===== src/rtl/iae_cfg.svh =====
// constants for the interrupt arbiter and entry sequencer
`ifndef IAE_CFG_SVH
`define IAE_CFG_SVH

// ----------------------------------------------------------------
// register byte offsets
// ----------------------------------------------------------------
`define IAE_OFS_CTRL        8'h00
`define IAE_OFS_EXT_EN      8'h04
`define IAE_OFS_PER_EN      8'h08
`define IAE_OFS_FLAGS       8'h0c
`define IAE_OFS_STATUS      8'h10
`define IAE_OFS_EXT_PEND    8'h14
`define IAE_OFS_PER_PEND    8'h18

// ----------------------------------------------------------------
// field positions and reset values
// ----------------------------------------------------------------
`define IAE_CTRL_EDGE_BIT   0
`define IAE_CTRL_EXTMEM_BIT 1
`define IAE_CTRL_WS_LSB     4
`define IAE_MASK_BIT        7
`define IAE_CTRL_RST        8'h00
`define IAE_FLAGS_RST       8'h80
`define IAE_EN_RST          32'h0000_0000

// ----------------------------------------------------------------
// vector numbers
// ----------------------------------------------------------------
`define IAE_VEC_NMI         6'h03
`define IAE_VEC_EXT_BASE    6'h04
`define IAE_VEC_PER_BASE    6'h0c

// ----------------------------------------------------------------
// state and word counts
// ----------------------------------------------------------------
`define IAE_PRIO_EXT_STATES 6'h02
`define IAE_PRIO_INT_STATES 6'h01
`define IAE_CHIP_WORD_STATES 6'h02
`define IAE_EXT_WORD_STATES 6'h06
`define IAE_INTERNAL_STATES 6'h04
`define IAE_FETCH_WORDS     2'h2

`endif


===== src/rtl/iae_pkg.sv =====
// types shared by the interrupt arbiter and entry sequencer
`default_nettype none
package iae_pkg;

  typedef enum logic [2:0] {
    IAE_IDLE,
    IAE_PRIO,
    IAE_WAIT_END,
    IAE_PUSH_PC,
    IAE_PUSH_FLAGS,
    IAE_VECTOR,
    IAE_FETCH,
    IAE_INTERNAL
  } iae_state_t;

  typedef struct packed {
    logic        req;
    logic        we;
    logic [15:0] addr;
    logic [15:0] wdata;
  } iae_mem_t;

endpackage

`default_nettype wire


===== src/rtl/iae_sync2.sv =====
// two flip-flop synchroniser for pin inputs
`timescale 1ns/100ps
`default_nettype none

module iae_sync2 #(
  parameter int WIDTH = 1,
  parameter logic [WIDTH-1:0] INIT = '0
) (
  input  wire logic             mclk_i,
  input  wire logic             rst_i,
  input  wire logic [WIDTH-1:0] async_i,
  output logic      [WIDTH-1:0] sync_o
);

  logic [WIDTH-1:0] meta;

  always_ff @(posedge mclk_i) begin
    if (rst_i) begin
      meta   <= INIT;
      sync_o <= INIT;
    end else begin
      meta   <= async_i;
      sync_o <= meta;
    end
  end

endmodule

`default_nettype wire


===== src/rtl/iae_interrupt_arbiter_and_entry.sv =====
// interrupt arbiter with hardware interrupt-entry sequencer and wishbone registers
`timescale 1ns/100ps
`default_nettype none
`include "iae_cfg.svh"

// Summary of operation
// disabled maskable source never reaches arbiter
// watchdog source has no enable bit
// maskable accepted when enabled and mask clear
// nonmaskable accepted unless reset or standby
// mask set: only nonmaskable, others stay pending
// present only highest priority vector to core
// start entry at instruction end, latch vector
// push counter first, then condition byte
// set mask bit after stacking
// load counter from vector table entry
// condition byte stacked as doubled word
// return restores flags from even byte
// priority takes 2 states, internal 1
// instruction completion wait 1-13 or 5-17
// stack 4, vector 2, fetch 4, internal 4
// wait states lengthen response accordingly
// enable clear acts after clearing instruction
// higher simultaneous request wins, disabled dropped
// request flag clear deferred the same way
// software clears enables only while masked
// word accesses force address bit zero
// nonmaskable uses vector 3
// external lines vectors 4-11, line 0 first
// internal sources vectors 12 to 44
// edge select: 0 falling, 1 rising
// vector address is twice vector number
module iae_interrupt_arbiter_and_entry
  import iae_pkg::*;
(
  input  wire logic        mclk_i,
  input  wire logic        rst_i,
  input  wire logic        standby_i,
  input  wire logic        wb_cyc_i,
  input  wire logic        wb_stb_i,
  input  wire logic        wb_we_i,
  input  wire logic [7:0]  wb_adr_i,
  input  wire logic [3:0]  wb_sel_i,
  input  wire logic [31:0] wb_dat_i,
  output logic      [31:0] wb_dat_o,
  output logic             wb_ack_o,
  input  wire logic        nonmask_n_i,
  input  wire logic [7:0]  ext_req_n_i,
  input  wire logic [32:0] periph_req_i,
  input  wire logic        instr_end_i,
  input  wire logic [15:0] pc_i,
  input  wire logic [15:0] sp_i,
  input  wire logic        return_from_exception_op_i,
  input  wire logic [15:0] ret_word_i,
  input  wire logic [15:0] mem_rdata_i,
  output iae_mem_t         mem_o,
  output logic             int_req_o,
  output logic [5:0]       vector_o,
  output logic [7:0]       condition_flags_byte_o,
  output logic             entry_busy_o,
  output logic             branch_o,
  output logic [15:0]      branch_pc_o,
  output logic [15:0]      sp_o
);

  // ----------------------------------------------------------------
  // pin synchronisers
  // ----------------------------------------------------------------
  logic       nmi_s;
  logic [7:0] ext_s;

  iae_sync2 #(.WIDTH(1), .INIT(1'b1)) u_sync_nmi (
    .mclk_i  (mclk_i),
    .rst_i   (rst_i),
    .async_i (nonmask_n_i),
    .sync_o  (nmi_s)
  );

  iae_sync2 #(.WIDTH(8), .INIT(8'hff)) u_sync_ext (
    .mclk_i  (mclk_i),
    .rst_i   (rst_i),
    .async_i (ext_req_n_i),
    .sync_o  (ext_s)
  );

  // ----------------------------------------------------------------
  // register file
  // ----------------------------------------------------------------
  logic [7:0]  ctrl;
  logic [7:0]  ext_en_sw;
  logic [31:0] per_en_sw;
  logic [7:0]  ext_en_eff;
  logic [31:0] per_en_eff;
  logic [32:0] per_pend;
  logic [7:0]  flags;
  logic        nmi_pend;
  logic        nmi_prev;
  iae_state_t  state;
  logic [5:0]  vec_lat;
  logic        wr_strobe;
  logic        set_mask;

  // writes land at the edge where the master samples ack high
  assign wr_strobe = wb_cyc_i & wb_stb_i & wb_we_i & wb_ack_o;

  function automatic logic [31:0] lane_merge(input logic [31:0] old_v,
                                             input logic [31:0] new_v,
                                             input logic [3:0]  sel);
    logic [31:0] res;
    res = old_v;
    for (int i = 0; i < 4; i++) begin
      if (sel[i]) begin
        res[8*i +: 8] = new_v[8*i +: 8];
      end
    end
    return res;
  endfunction

  always_ff @(posedge mclk_i) begin
    if (rst_i) begin
      ctrl      <= `IAE_CTRL_RST;
      ext_en_sw <= 8'(`IAE_EN_RST);
      per_en_sw <= `IAE_EN_RST;
    end else if (wr_strobe) begin
      case (wb_adr_i)
        `IAE_OFS_CTRL:   ctrl      <= 8'(lane_merge({24'h0, ctrl}, wb_dat_i, wb_sel_i));
        `IAE_OFS_EXT_EN: ext_en_sw <= 8'(lane_merge({24'h0, ext_en_sw}, wb_dat_i, wb_sel_i));
        `IAE_OFS_PER_EN: per_en_sw <= lane_merge(per_en_sw, wb_dat_i, wb_sel_i);
        default: ;
      endcase
    end
  end

  // new enables apply at once, clears only once the instruction ends
  always_ff @(posedge mclk_i) begin
    if (rst_i) begin
      ext_en_eff <= 8'(`IAE_EN_RST);
      per_en_eff <= `IAE_EN_RST;
    end else if (instr_end_i) begin
      ext_en_eff <= ext_en_sw;
      per_en_eff <= per_en_sw;
    end else begin
      ext_en_eff <= ext_en_eff | ext_en_sw;
      per_en_eff <= per_en_eff | per_en_sw;
    end
  end

  // peripheral flags: rises seen at once, falls deferred to instruction end
  always_ff @(posedge mclk_i) begin
    if (rst_i) begin
      per_pend <= 33'h0_0000_0000;
    end else if (instr_end_i) begin
      per_pend <= periph_req_i;
    end else begin
      per_pend <= per_pend | periph_req_i;
    end
  end

  // ----------------------------------------------------------------
  // nonmaskable edge detect
  // ----------------------------------------------------------------
  logic nmi_edge;
  logic nmi_take;

  assign nmi_edge = ctrl[`IAE_CTRL_EDGE_BIT] ? (~nmi_prev & nmi_s)
                                             : (nmi_prev & ~nmi_s);

  always_ff @(posedge mclk_i) begin
    if (rst_i || standby_i) begin
      nmi_prev <= 1'b1;
      nmi_pend <= 1'b0;
    end else begin
      nmi_prev <= nmi_s;
      if (nmi_edge) begin
        nmi_pend <= 1'b1;
      end else if (nmi_take) begin
        nmi_pend <= 1'b0;
      end
    end
  end

  // ----------------------------------------------------------------
  // arbiter
  // ----------------------------------------------------------------
  logic [7:0]  ext_act;
  logic [32:0] per_act;
  logic        acc_valid;
  logic        acc_internal;
  logic [5:0]  acc_vec;
  logic        masked;

  assign masked  = flags[`IAE_MASK_BIT];
  assign ext_act = ~ext_s & ext_en_eff;
  assign per_act = per_pend & {1'b1, per_en_eff};

  always_comb begin
    acc_valid    = 1'b0;
    acc_internal = 1'b0;
    acc_vec      = 6'h00;
    if (!masked) begin
      for (int i = 32; i >= 0; i--) begin
        if (per_act[i]) begin
          acc_valid    = 1'b1;
          acc_internal = 1'b1;
          acc_vec      = `IAE_VEC_PER_BASE + 6'(i);
        end
      end
      for (int i = 7; i >= 0; i--) begin
        if (ext_act[i]) begin
          acc_valid    = 1'b1;
          acc_internal = 1'b0;
          acc_vec      = `IAE_VEC_EXT_BASE + 6'(i);
        end
      end
    end
    if (nmi_pend) begin
      acc_valid    = 1'b1;
      acc_internal = 1'b0;
      acc_vec      = `IAE_VEC_NMI;
    end
  end

  // ----------------------------------------------------------------
  // entry sequencer
  // ----------------------------------------------------------------
  logic [5:0]  cnt;
  logic [5:0]  word_states;
  logic [1:0]  words;
  logic [15:0] pc_lat;
  logic [15:0] sp_lat;
  logic [15:0] new_pc;

  // external words go out as two byte cycles, each stretched by the wait count
  assign word_states = ctrl[`IAE_CTRL_EXTMEM_BIT]
                     ? (`IAE_EXT_WORD_STATES + {1'b0, ctrl[7:`IAE_CTRL_WS_LSB], 1'b0})
                     : `IAE_CHIP_WORD_STATES;
  assign nmi_take = (state == IAE_WAIT_END) && instr_end_i && nmi_pend;
  assign set_mask = (state == IAE_PUSH_FLAGS) && (cnt == 6'h00);

  always_ff @(posedge mclk_i) begin
    if (rst_i || standby_i) begin
      state        <= IAE_IDLE;
      cnt          <= 6'h00;
      words        <= 2'h0;
      vec_lat      <= 6'h00;
      pc_lat       <= 16'h0000;
      sp_lat       <= 16'h0000;
      new_pc       <= 16'h0000;
      mem_o        <= '0;
      int_req_o    <= 1'b0;
      vector_o     <= 6'h00;
      entry_busy_o <= 1'b0;
      branch_o     <= 1'b0;
      branch_pc_o  <= 16'h0000;
      sp_o         <= 16'h0000;
    end else begin
      branch_o <= 1'b0;
      case (state)
        IAE_IDLE: begin
          if (acc_valid) begin
            cnt   <= (acc_internal ? `IAE_PRIO_INT_STATES : `IAE_PRIO_EXT_STATES)
                     - 6'h01;
            state <= IAE_PRIO;
          end
        end
        IAE_PRIO: begin
          if (cnt == 6'h00) begin
            int_req_o <= acc_valid;
            vector_o  <= acc_vec;
            state     <= acc_valid ? IAE_WAIT_END : IAE_IDLE;
          end else begin
            cnt <= cnt - 6'h01;
          end
        end
        IAE_WAIT_END: begin
          int_req_o <= acc_valid;
          vector_o  <= acc_vec;
          if (!acc_valid) begin
            state <= IAE_IDLE;
          end else if (instr_end_i) begin
            int_req_o    <= 1'b0;
            vec_lat      <= acc_vec;
            pc_lat       <= pc_i;
            sp_lat       <= {sp_i[15:1], 1'b0};
            entry_busy_o <= 1'b1;
            cnt          <= word_states - 6'h01;
            mem_o        <= '{req: 1'b1, we: 1'b1,
                              addr: {sp_i[15:1] - 15'h0001, 1'b0}, wdata: pc_i};
            state        <= IAE_PUSH_PC;
          end
        end
        IAE_PUSH_PC: begin
          if (cnt == 6'h00) begin
            cnt   <= word_states - 6'h01;
            mem_o <= '{req: 1'b1, we: 1'b1, addr: {sp_lat[15:1] - 15'h0002, 1'b0},
                       wdata: {flags, flags}};
            state <= IAE_PUSH_FLAGS;
          end else begin
            cnt <= cnt - 6'h01;
          end
        end
        IAE_PUSH_FLAGS: begin
          if (cnt == 6'h00) begin
            cnt   <= word_states - 6'h01;
            mem_o <= '{req: 1'b1, we: 1'b0, addr: {9'h000, vec_lat, 1'b0},
                       wdata: 16'h0000};
            state <= IAE_VECTOR;
          end else begin
            cnt <= cnt - 6'h01;
          end
        end
        IAE_VECTOR: begin
          if (cnt == 6'h00) begin
            new_pc <= mem_rdata_i;
            cnt    <= word_states - 6'h01;
            words  <= `IAE_FETCH_WORDS - 2'h1;
            mem_o  <= '{req: 1'b1, we: 1'b0, addr: {mem_rdata_i[15:1], 1'b0}, wdata: 16'h0000};
            state  <= IAE_FETCH;
          end else begin
            cnt <= cnt - 6'h01;
          end
        end
        IAE_FETCH: begin
          if (cnt != 6'h00) begin
            cnt <= cnt - 6'h01;
          end else if (words != 2'h0) begin
            words      <= words - 2'h1;
            cnt        <= word_states - 6'h01;
            mem_o.addr <= {mem_o.addr[15:1] + 15'h0001, 1'b0};
          end else begin
            mem_o <= '0;
            cnt   <= `IAE_INTERNAL_STATES - 6'h01;
            state <= IAE_INTERNAL;
          end
        end
        IAE_INTERNAL: begin
          if (cnt == 6'h00) begin
            branch_o     <= 1'b1;
            branch_pc_o  <= new_pc;
            sp_o         <= {sp_lat[15:1] - 15'h0002, 1'b0};
            entry_busy_o <= 1'b0;
            state        <= IAE_IDLE;
          end else begin
            cnt <= cnt - 6'h01;
          end
        end
        default: begin
          state <= IAE_IDLE;
        end
      endcase
    end
  end

  // ----------------------------------------------------------------
  // condition flags byte
  // ----------------------------------------------------------------
  always_ff @(posedge mclk_i) begin
    if (rst_i) begin
      flags <= `IAE_FLAGS_RST;
    end else begin
      if (return_from_exception_op_i) begin
        flags <= ret_word_i[15:8];
      end else if (wr_strobe && wb_adr_i == `IAE_OFS_FLAGS && wb_sel_i[0]) begin
        flags <= wb_dat_i[7:0];
      end
      if (set_mask) begin
        flags[`IAE_MASK_BIT] <= 1'b1;
      end
    end
  end

  assign condition_flags_byte_o = flags;

  // ----------------------------------------------------------------
  // wishbone answer
  // ----------------------------------------------------------------
  always_ff @(posedge mclk_i) begin
    if (rst_i) begin
      wb_ack_o <= 1'b0;
      wb_dat_o <= 32'h0000_0000;
    end else begin
      wb_ack_o <= wb_cyc_i & wb_stb_i & ~wb_ack_o;
      wb_dat_o <= 32'h0000_0000;
      if (wb_cyc_i && wb_stb_i && !wb_ack_o && !wb_we_i) begin
        case (wb_adr_i)
          `IAE_OFS_CTRL:     wb_dat_o <= {24'h0, ctrl};
          `IAE_OFS_EXT_EN:   wb_dat_o <= {24'h0, ext_en_sw};
          `IAE_OFS_PER_EN:   wb_dat_o <= per_en_sw;
          `IAE_OFS_FLAGS:    wb_dat_o <= {24'h0, flags};
          `IAE_OFS_STATUS:   wb_dat_o <= {16'h0, per_pend[32], nmi_pend, int_req_o,
                                          entry_busy_o, 1'b0, 3'(state), 2'h0, vec_lat};
          `IAE_OFS_EXT_PEND: wb_dat_o <= {24'h0, ext_act};
          `IAE_OFS_PER_PEND: wb_dat_o <= per_pend[31:0];
          default:           wb_dat_o <= 32'h0000_0000;
        endcase
      end
    end
  end

endmodule

`default_nettype wire


===== config.mk =====
export PLATFORM = sky130hd
export DESIGN_NAME = iae_interrupt_arbiter_and_entry
export DESIGN_NICKNAME = d
export VERILOG_FILES = /design/src/rtl/iae_pkg.sv /design/src/rtl/iae_sync2.sv /design/src/rtl/iae_interrupt_arbiter_and_entry.sv
export VERILOG_INCLUDE_DIRS = /design/src /design/src/rtl
export SDC_FILE = /design/constraint.sdc
export NUM_CORES = 1
export LEC_CHECK = 0
export ABC_AREA = 1
export BUFFER_PORTS_ARGS = -buffer_cell sky130_fd_sc_hd__buf_2
export CAP_MARGIN = 20
export CORE_UTILIZATION = 30
export DETAILED_ROUTE_END_ITERATION = 16
export GPL_ROUTABILITY_DRIVEN = 0
export RECOVER_POWER = 50
export SLEW_MARGIN = 15
export SYNTH_ARGS = -nofsm -noshare
export SYNTH_HDL_FRONTEND = slang
export SYNTH_SLANG_ARGS = --single-unit

===== constraint.sdc =====
create_clock -name mclk_i -period 2.9 [get_ports mclk_i]
set_input_delay 0.58 -clock mclk_i [delete_from_list [all_inputs] [get_ports mclk_i]]
set_output_delay 0.58 -clock mclk_i [all_outputs]
set_load 0.1 [all_outputs]

-- Word-level counts from Yosys, hierarchy flattened
Index checks and enable logic that the tools add are counted.
- output and inout bits: 116
- register bits after elaboration: 304
- reduce and logical (&&, ||, !) cells: 43
- equal/unequal tests: 26
- bitwise operators: 17
- mux-type cells: 152
- $add $sub $neg: 8
- operator list (kind ; number):
    $mux W6 ; 52
    $pmux W32 S7 ; 1
    $mux W34 ; 6
    $pmux W34 S5 ; 1
    $mux W1 ; 63
    $and A33 B33 Y33 ; 1
    $mux W33 ; 1
    $or A33 B33 Y33 ; 1
    $mux W16 ; 2
    $mux W32 ; 1
    $or A32 B32 Y32 ; 1
    $mux W3 ; 10
    $pmux W6 S5 ; 1
    $eq A8 B5 Y1 const B ; 3
    $mux W8 ; 3
    $pmux W3 S8 ; 1
    $ne A2 B2 Y1 const B ; 11
    $reduce_and A3 Y1 ; 7
    $eq A8 B4 Y1 const B ; 2
    $add A15 B1 Y15 const B ; 1
    $sub A15 B1 Y15 const B ; 1
    $sub A15 B2 Y15 const B ; 1
    $eq A3 B3 Y1 const B ; 4
    $mux W2 ; 6
    33 further kinds ; 65

-- Longest topological paths before layout
- depth in word-level cells: 48
- gate-level depth with buffers: 44
- gate-level depth less buffers: 44

-- Cells and area by module
From an unflattened synthesis, not the netlist that was laid out.
- cells, all modules: 1760
- area, all modules: 12856.1 um2
- modules (own cells, without submodules) (module ; times used ; area each (um2) ; cells an instance):
    iae_interrupt_arbiter_and_entry ; 1 ; 12341.8 ; 1703
    iae_sync2 (u_sync_ext) ; 1 ; 455.4 ; 50
    iae_sync2 (u_sync_nmi) ; 1 ; 58.8 ; 7

-- Least setup slack after synthesis
Ideal clock, no wire load.
- path type: reg-to-reg
- start: reg mem_o[17] (netlist bit)
- end: reg mem_o[31] (netlist bit)
- period minus slack after synthesis: 2878 ps
- buffers on the path: 0
- library setup time: 74 ps
- data arrival time: 2803 ps
- slack: 22 ps
- cell stages (with the launch flop): 17
- data required time: 2826 ps
- path through: dfxtp_1 > ha_1 > nand3_1 > nor2_1 > inv_1 > nor2_1 > inv_1 > nor2_1 > inv_1 > nor2_1 > inv_2 > nor2_1 > nand3_1 > xor2_1 > o21ai_0 > a21oi_1 > a31oi_1
- cells in the longest elaborated chain, start to end: 4
- ends and longest elaborated chain (element ; RTL line ; source):
    start: declaration ; iae_interrupt_arbiter_and_entry.sv:56 ; output iae_mem_t mem_o,
    start signal: assignment ; iae_interrupt_arbiter_and_entry.sv:287 ; mem_o <= '{req: 1'b1, we: 1'b1,
    start signal: assignment ; iae_interrupt_arbiter_and_entry.sv:295 ; mem_o <= '{req: 1'b1, we: 1'b1, addr: {sp_lat[15:1] - 15'h0002, 1'b0},
    start signal: assignment ; iae_interrupt_arbiter_and_entry.sv:305 ; mem_o <= '{req: 1'b1, we: 1'b0, addr: {9'h000, vec_lat, 1'b0},
    $add A15 B1 Y15 ; iae_interrupt_arbiter_and_entry.sv:329 ; mem_o.addr <= {mem_o.addr[15:1] + 15'h0001, 1'b0};
    $mux W16 ; iae_interrupt_arbiter_and_entry.sv:326 ; end else if (words != 2'h0) begin
    $mux W34 ; iae_interrupt_arbiter_and_entry.sv:324 ; if (cnt != 6'h00) begin
    $pmux W34 S5 ; iae_interrupt_arbiter_and_entry.sv:258 ; case (state)
No other way between the ends. The select of a mux whose other input is x is not followed.
A chain may end at the register's enable or synchronous reset.

-- Worst setup path in the final report
- start: reg per_en_eff[31]
- end: reg vec_lat[0]
- cells in the longest elaborated chain, start to end: 44
- ends and longest elaborated chain (element ; RTL line ; source):
    start: declaration ; iae_interrupt_arbiter_and_entry.sv:93 ; logic [31:0] per_en_eff;
    start signal: assignment ; iae_interrupt_arbiter_and_entry.sv:138 ; per_en_eff <= `IAE_EN_RST;
    start signal: assignment ; iae_interrupt_arbiter_and_entry.sv:141 ; per_en_eff <= per_en_sw;
    start signal: assignment ; iae_interrupt_arbiter_and_entry.sv:144 ; per_en_eff <= per_en_eff | per_en_sw;
    $and A33 B33 Y33 (*) ; iae_interrupt_arbiter_and_entry.sv:194 ; assign per_act = per_pend & {1'b1, per_en_eff};
    $mux W1 (32 in a row) ; iae_interrupt_arbiter_and_entry.sv:202 ; if (per_act[i]) begin
    $mux W1 (8 in a row) ; iae_interrupt_arbiter_and_entry.sv:209 ; if (ext_act[i]) begin
    $mux W1 ; iae_interrupt_arbiter_and_entry.sv:200 ; if (!masked) begin
    $mux W1 ; iae_interrupt_arbiter_and_entry.sv:216 ; if (nmi_pend) begin
    $reduce_and A3 Y1 (no source line) ; -- ;
    end signal: assignment ; iae_interrupt_arbiter_and_entry.sv:282 ; vec_lat <= acc_vec;
    end: declaration ; iae_interrupt_arbiter_and_entry.sv:99 ; logic [5:0] vec_lat;
Every way passes the cells marked *; elsewhere a longest branch is shown, timed or not.

==> flow_summary.yaml <==
run_status:
  run_status: "finished, violations left"
  violations: "capacitance limit, slew limit"
routing:
  first_iter_violations: 1097
  vias_per_cell: 4.97
  wl_per_cell_um: 17.1
  firstDrtPassIters: 6
  drc: 0
  wirelength_um: 44000
  vias: 12800
  ant_nets: 0
  topRoutingLayerUsed: "met5"
  wl_met3_um: 3480
  wl_met2_um: 19800
  wl_met1_um: 19300
cts:
  clkSinkCount: 303
  cts_made_buffers: 35
  clkLatencyLatePin_ps: 560
  htree_num_levels: 2
  tritoncts: "yes"
  cts_hold_buf: 0
  cts_root_buffer: "clkbuf_16"
  clock_path_buffers: 3
  path_clk_slew_ps: 60
synthesis:
  synthFlopType: "dfxtp_1"
  syn_inst: 1728
  yosysSeqAreaShare_pct: 47.4
  synth_seq_cells: 303
  synthesis.area_mm2: 0.0128
  async_flop_share_pct: 0
  synth.distinct_cells: 45
  synth_area_per_cell_um2: 7.41
  yosysWarnings: 0
  synth_edf_count: 0
place:
  dp.final_hpwl_um: 32700
  dp_cells: 2503
  placed_area_mm2: 0.0149
  io_buffers: 262
critical_path:
  worstSetupPathType: "flip-flop to flip-flop"
  crit_required_ps: 3340
  worst_path_largest_cell_delay_ps: 320
  startpoint: "per_en_eff[31]"
  crit_path_max_fanout: 2
  critical_path.endpoint_type: "flip-flop"
  r2r-start: "per_en_eff[31]"
  regToRegSetupSlack_ps: 220
  crit_path_top_delay_cell: "dfxtp_2"
  cp.arrival_ps: 3120
  startpoint_type: "flip-flop"
  crit_top_cell: "nand2_1"
timing:
  slew_headroom_pct: -8.97
  rsz0062_at_grt: "yes"
  fin_crit_sh_pct: 92.3
  slew_viol_final: 75
  fin_skew_ps: 25.4
  finalHoldViolCount: 0
  finalSetupViolations: 0
  post-route-min-period_ps: 2680
  fmax_mhz: 374
  tightest_slew_ps: 1630
layout:
  fillers: 4435
  utilization_pct: 38.2
  final_cell_mix: "300 x dfxtp_1, 272 x nand2_1, 245 x nor2_1"
  final_cells: 2568
  num-nets-final: 2168
  layout_commonest_cell: "dfxtp_1"
  final_layout_size_suffix_gt1_share_pct: 19.0
  syn_to_final_growth_pct: 25.4
  fin_area_mm2: 0.0161
floorplanning:
  die_h_um: 209
  core_area_mm2: 0.0420
  boundaryPins: 274
  fp.dieW_um: 209
  initial_core_util_pct: 30.4
  die_area_mm2: 0.0435
  fp-row-count: 75
pwr:
  power.share.switching_pct: 27.4
  peakVddDrop_uv: 508
  powerDensity_mw_per_mm2: 632
  leakagePower_nw: 6.77
  p_sw_mw: 2.78
  p_int_mw: 7.36
  p_seq_share_pct: 42.8
  p_total_mw: 10.1
  comb_power_share_pct: 10.7
  pwr-share-clk_pct: 46.5
job:
  cap_viol_max_count: 1
global_route:
  grt_pass1_wl_um: 67300
  grt_start_max_net_pins: 75
  grt_use_total_pct: 19.9
  grt.overflow.total: 0
  grt_pass1_vias: 11900
  antenna_found_initial: 4
min_path:
  hp-start: "ext_req_n_i[5]"
  hp-class: "primary input to flip-flop"
[cell type report]
class | instances | area [um^2] | share of cell area, %
timing repair buffer | 318 | 1630 | 10.2
tap | 539 | 674 | 4.20
clock inverter | 17 | 282 | 1.75
clock buffer | 45 | 953 | 5.94
multi-input combinational | 1184 | 5830 | 36.4
antenna | 2 | 5.00 | 0.0312
sequential | 303 | 6070 | 37.8
inverter | 160 | 601 | 3.74
[cells in the mapped netlist, drive strengths merged, types with 5 or more instances]
library cell | n | area share [%]
o22ai | 5 | 0.24
dfxtp | 303 | 47
inv | 160 | 4.7
xor2 | 23 | 1.6
a221oi | 13 | 0.89
o21ai | 151 | 5.9
nor2 | 248 | 7.3
ha | 8 | 0.78
a31oi | 23 | 1.1
buf | 11 | 0.43
xnor2 | 6 | 0.41
a21oi | 197 | 7.7
nand4 | 5 | 0.24
o211ai | 13 | 0.76
nand3 | 59 | 2.3
a211oi | 19 | 1.1
clkbuf | 71 | 2.1
nor3 | 43 | 1.7
o221ai | 8 | 0.55
or2 | 20 | 0.98
nand2 | 308 | 9.7
[flip-flops by register name, indices dropped and copies added, names as in the netlist, 15 cells and up]
register     flops
sp_lat          15
per_pend        33
per_en_eff      32
wb_dat_o        32
mem_o           33
branch_pc_o     16
per_en_sw       32
sp_o            15
new_pc          16
[logic make-up after synthesis]
family                   Yosys count  share of synthesized area, %
other                              1                        0.0293
AND/OR/NAND/NOR                  691                          22.6
XOR/XNOR                          29                          1.98
adder cells (fa/ha/maj)            8                         0.782
buffers and inverters            242                          7.21
AO/OA/AOI/OAI                    454                          20.0
flip-flops                       303                          47.4
[worst paths after layout]
check,cells after the start,to
worst max-delay path,44,vec_lat[0]
worst min-delay path,2,u_sync_ext.meta[5]
worst max register to register,44,vec_lat[0]
worst min register to register,1,u_sync_ext.sync_o[0]
[repair_timing]
action | in CTS | in global routing
buffers inserted | 0 | 1
resized for setup | 0 | 7
setup endpoints to repair | 0 | 13
hold endpoints to repair | 0 | 0
[through the flow]
| stage | hold WS, ps | worst slack, ps | setup TNS [ps] |
|---|---|---|---|
| after detailed placement | 396 | 76.9 | 0 |
| final | 194 | 225 | 0 |
| after CTS | 175 | 61.0 | 0 |
| after global routing | 183 | -184 | -365 |
| after floorplan | 389 | 22.2 | 0 |
| after global placement | 394 | 136 | 0 |
[per-layer routing]
| layer | track usage, % | up-vias |
|---|---|---|
| met2 | 32.2 | 494 |
| met1 | 26.3 | 5888 |
| li1 | - | 6300 |
| met5 | 0 | - |
| met3 | 4.42 | 83 |
| met4 | 6.59 | 6 |
[power by group through the flow]
stage	registers, mW	logic, mW	clock network, mW
floorplan	4.70	0.431	0
global placement	4.43	1.07	0
detailed placement	4.43	1.08	0
CTS	4.34	1.09	4.80
global route	4.35	1.17	5.00
finish	4.34	1.09	4.71
[worst max-delay path, delay by kind of cell (launching register included)]
kind | cells | cell delay (ps)
buf+inv | 2 | 70
flops | 1 | 320
simple gates | 42 | 2150
No activity file was read; power rests on OpenSTA's default activity.
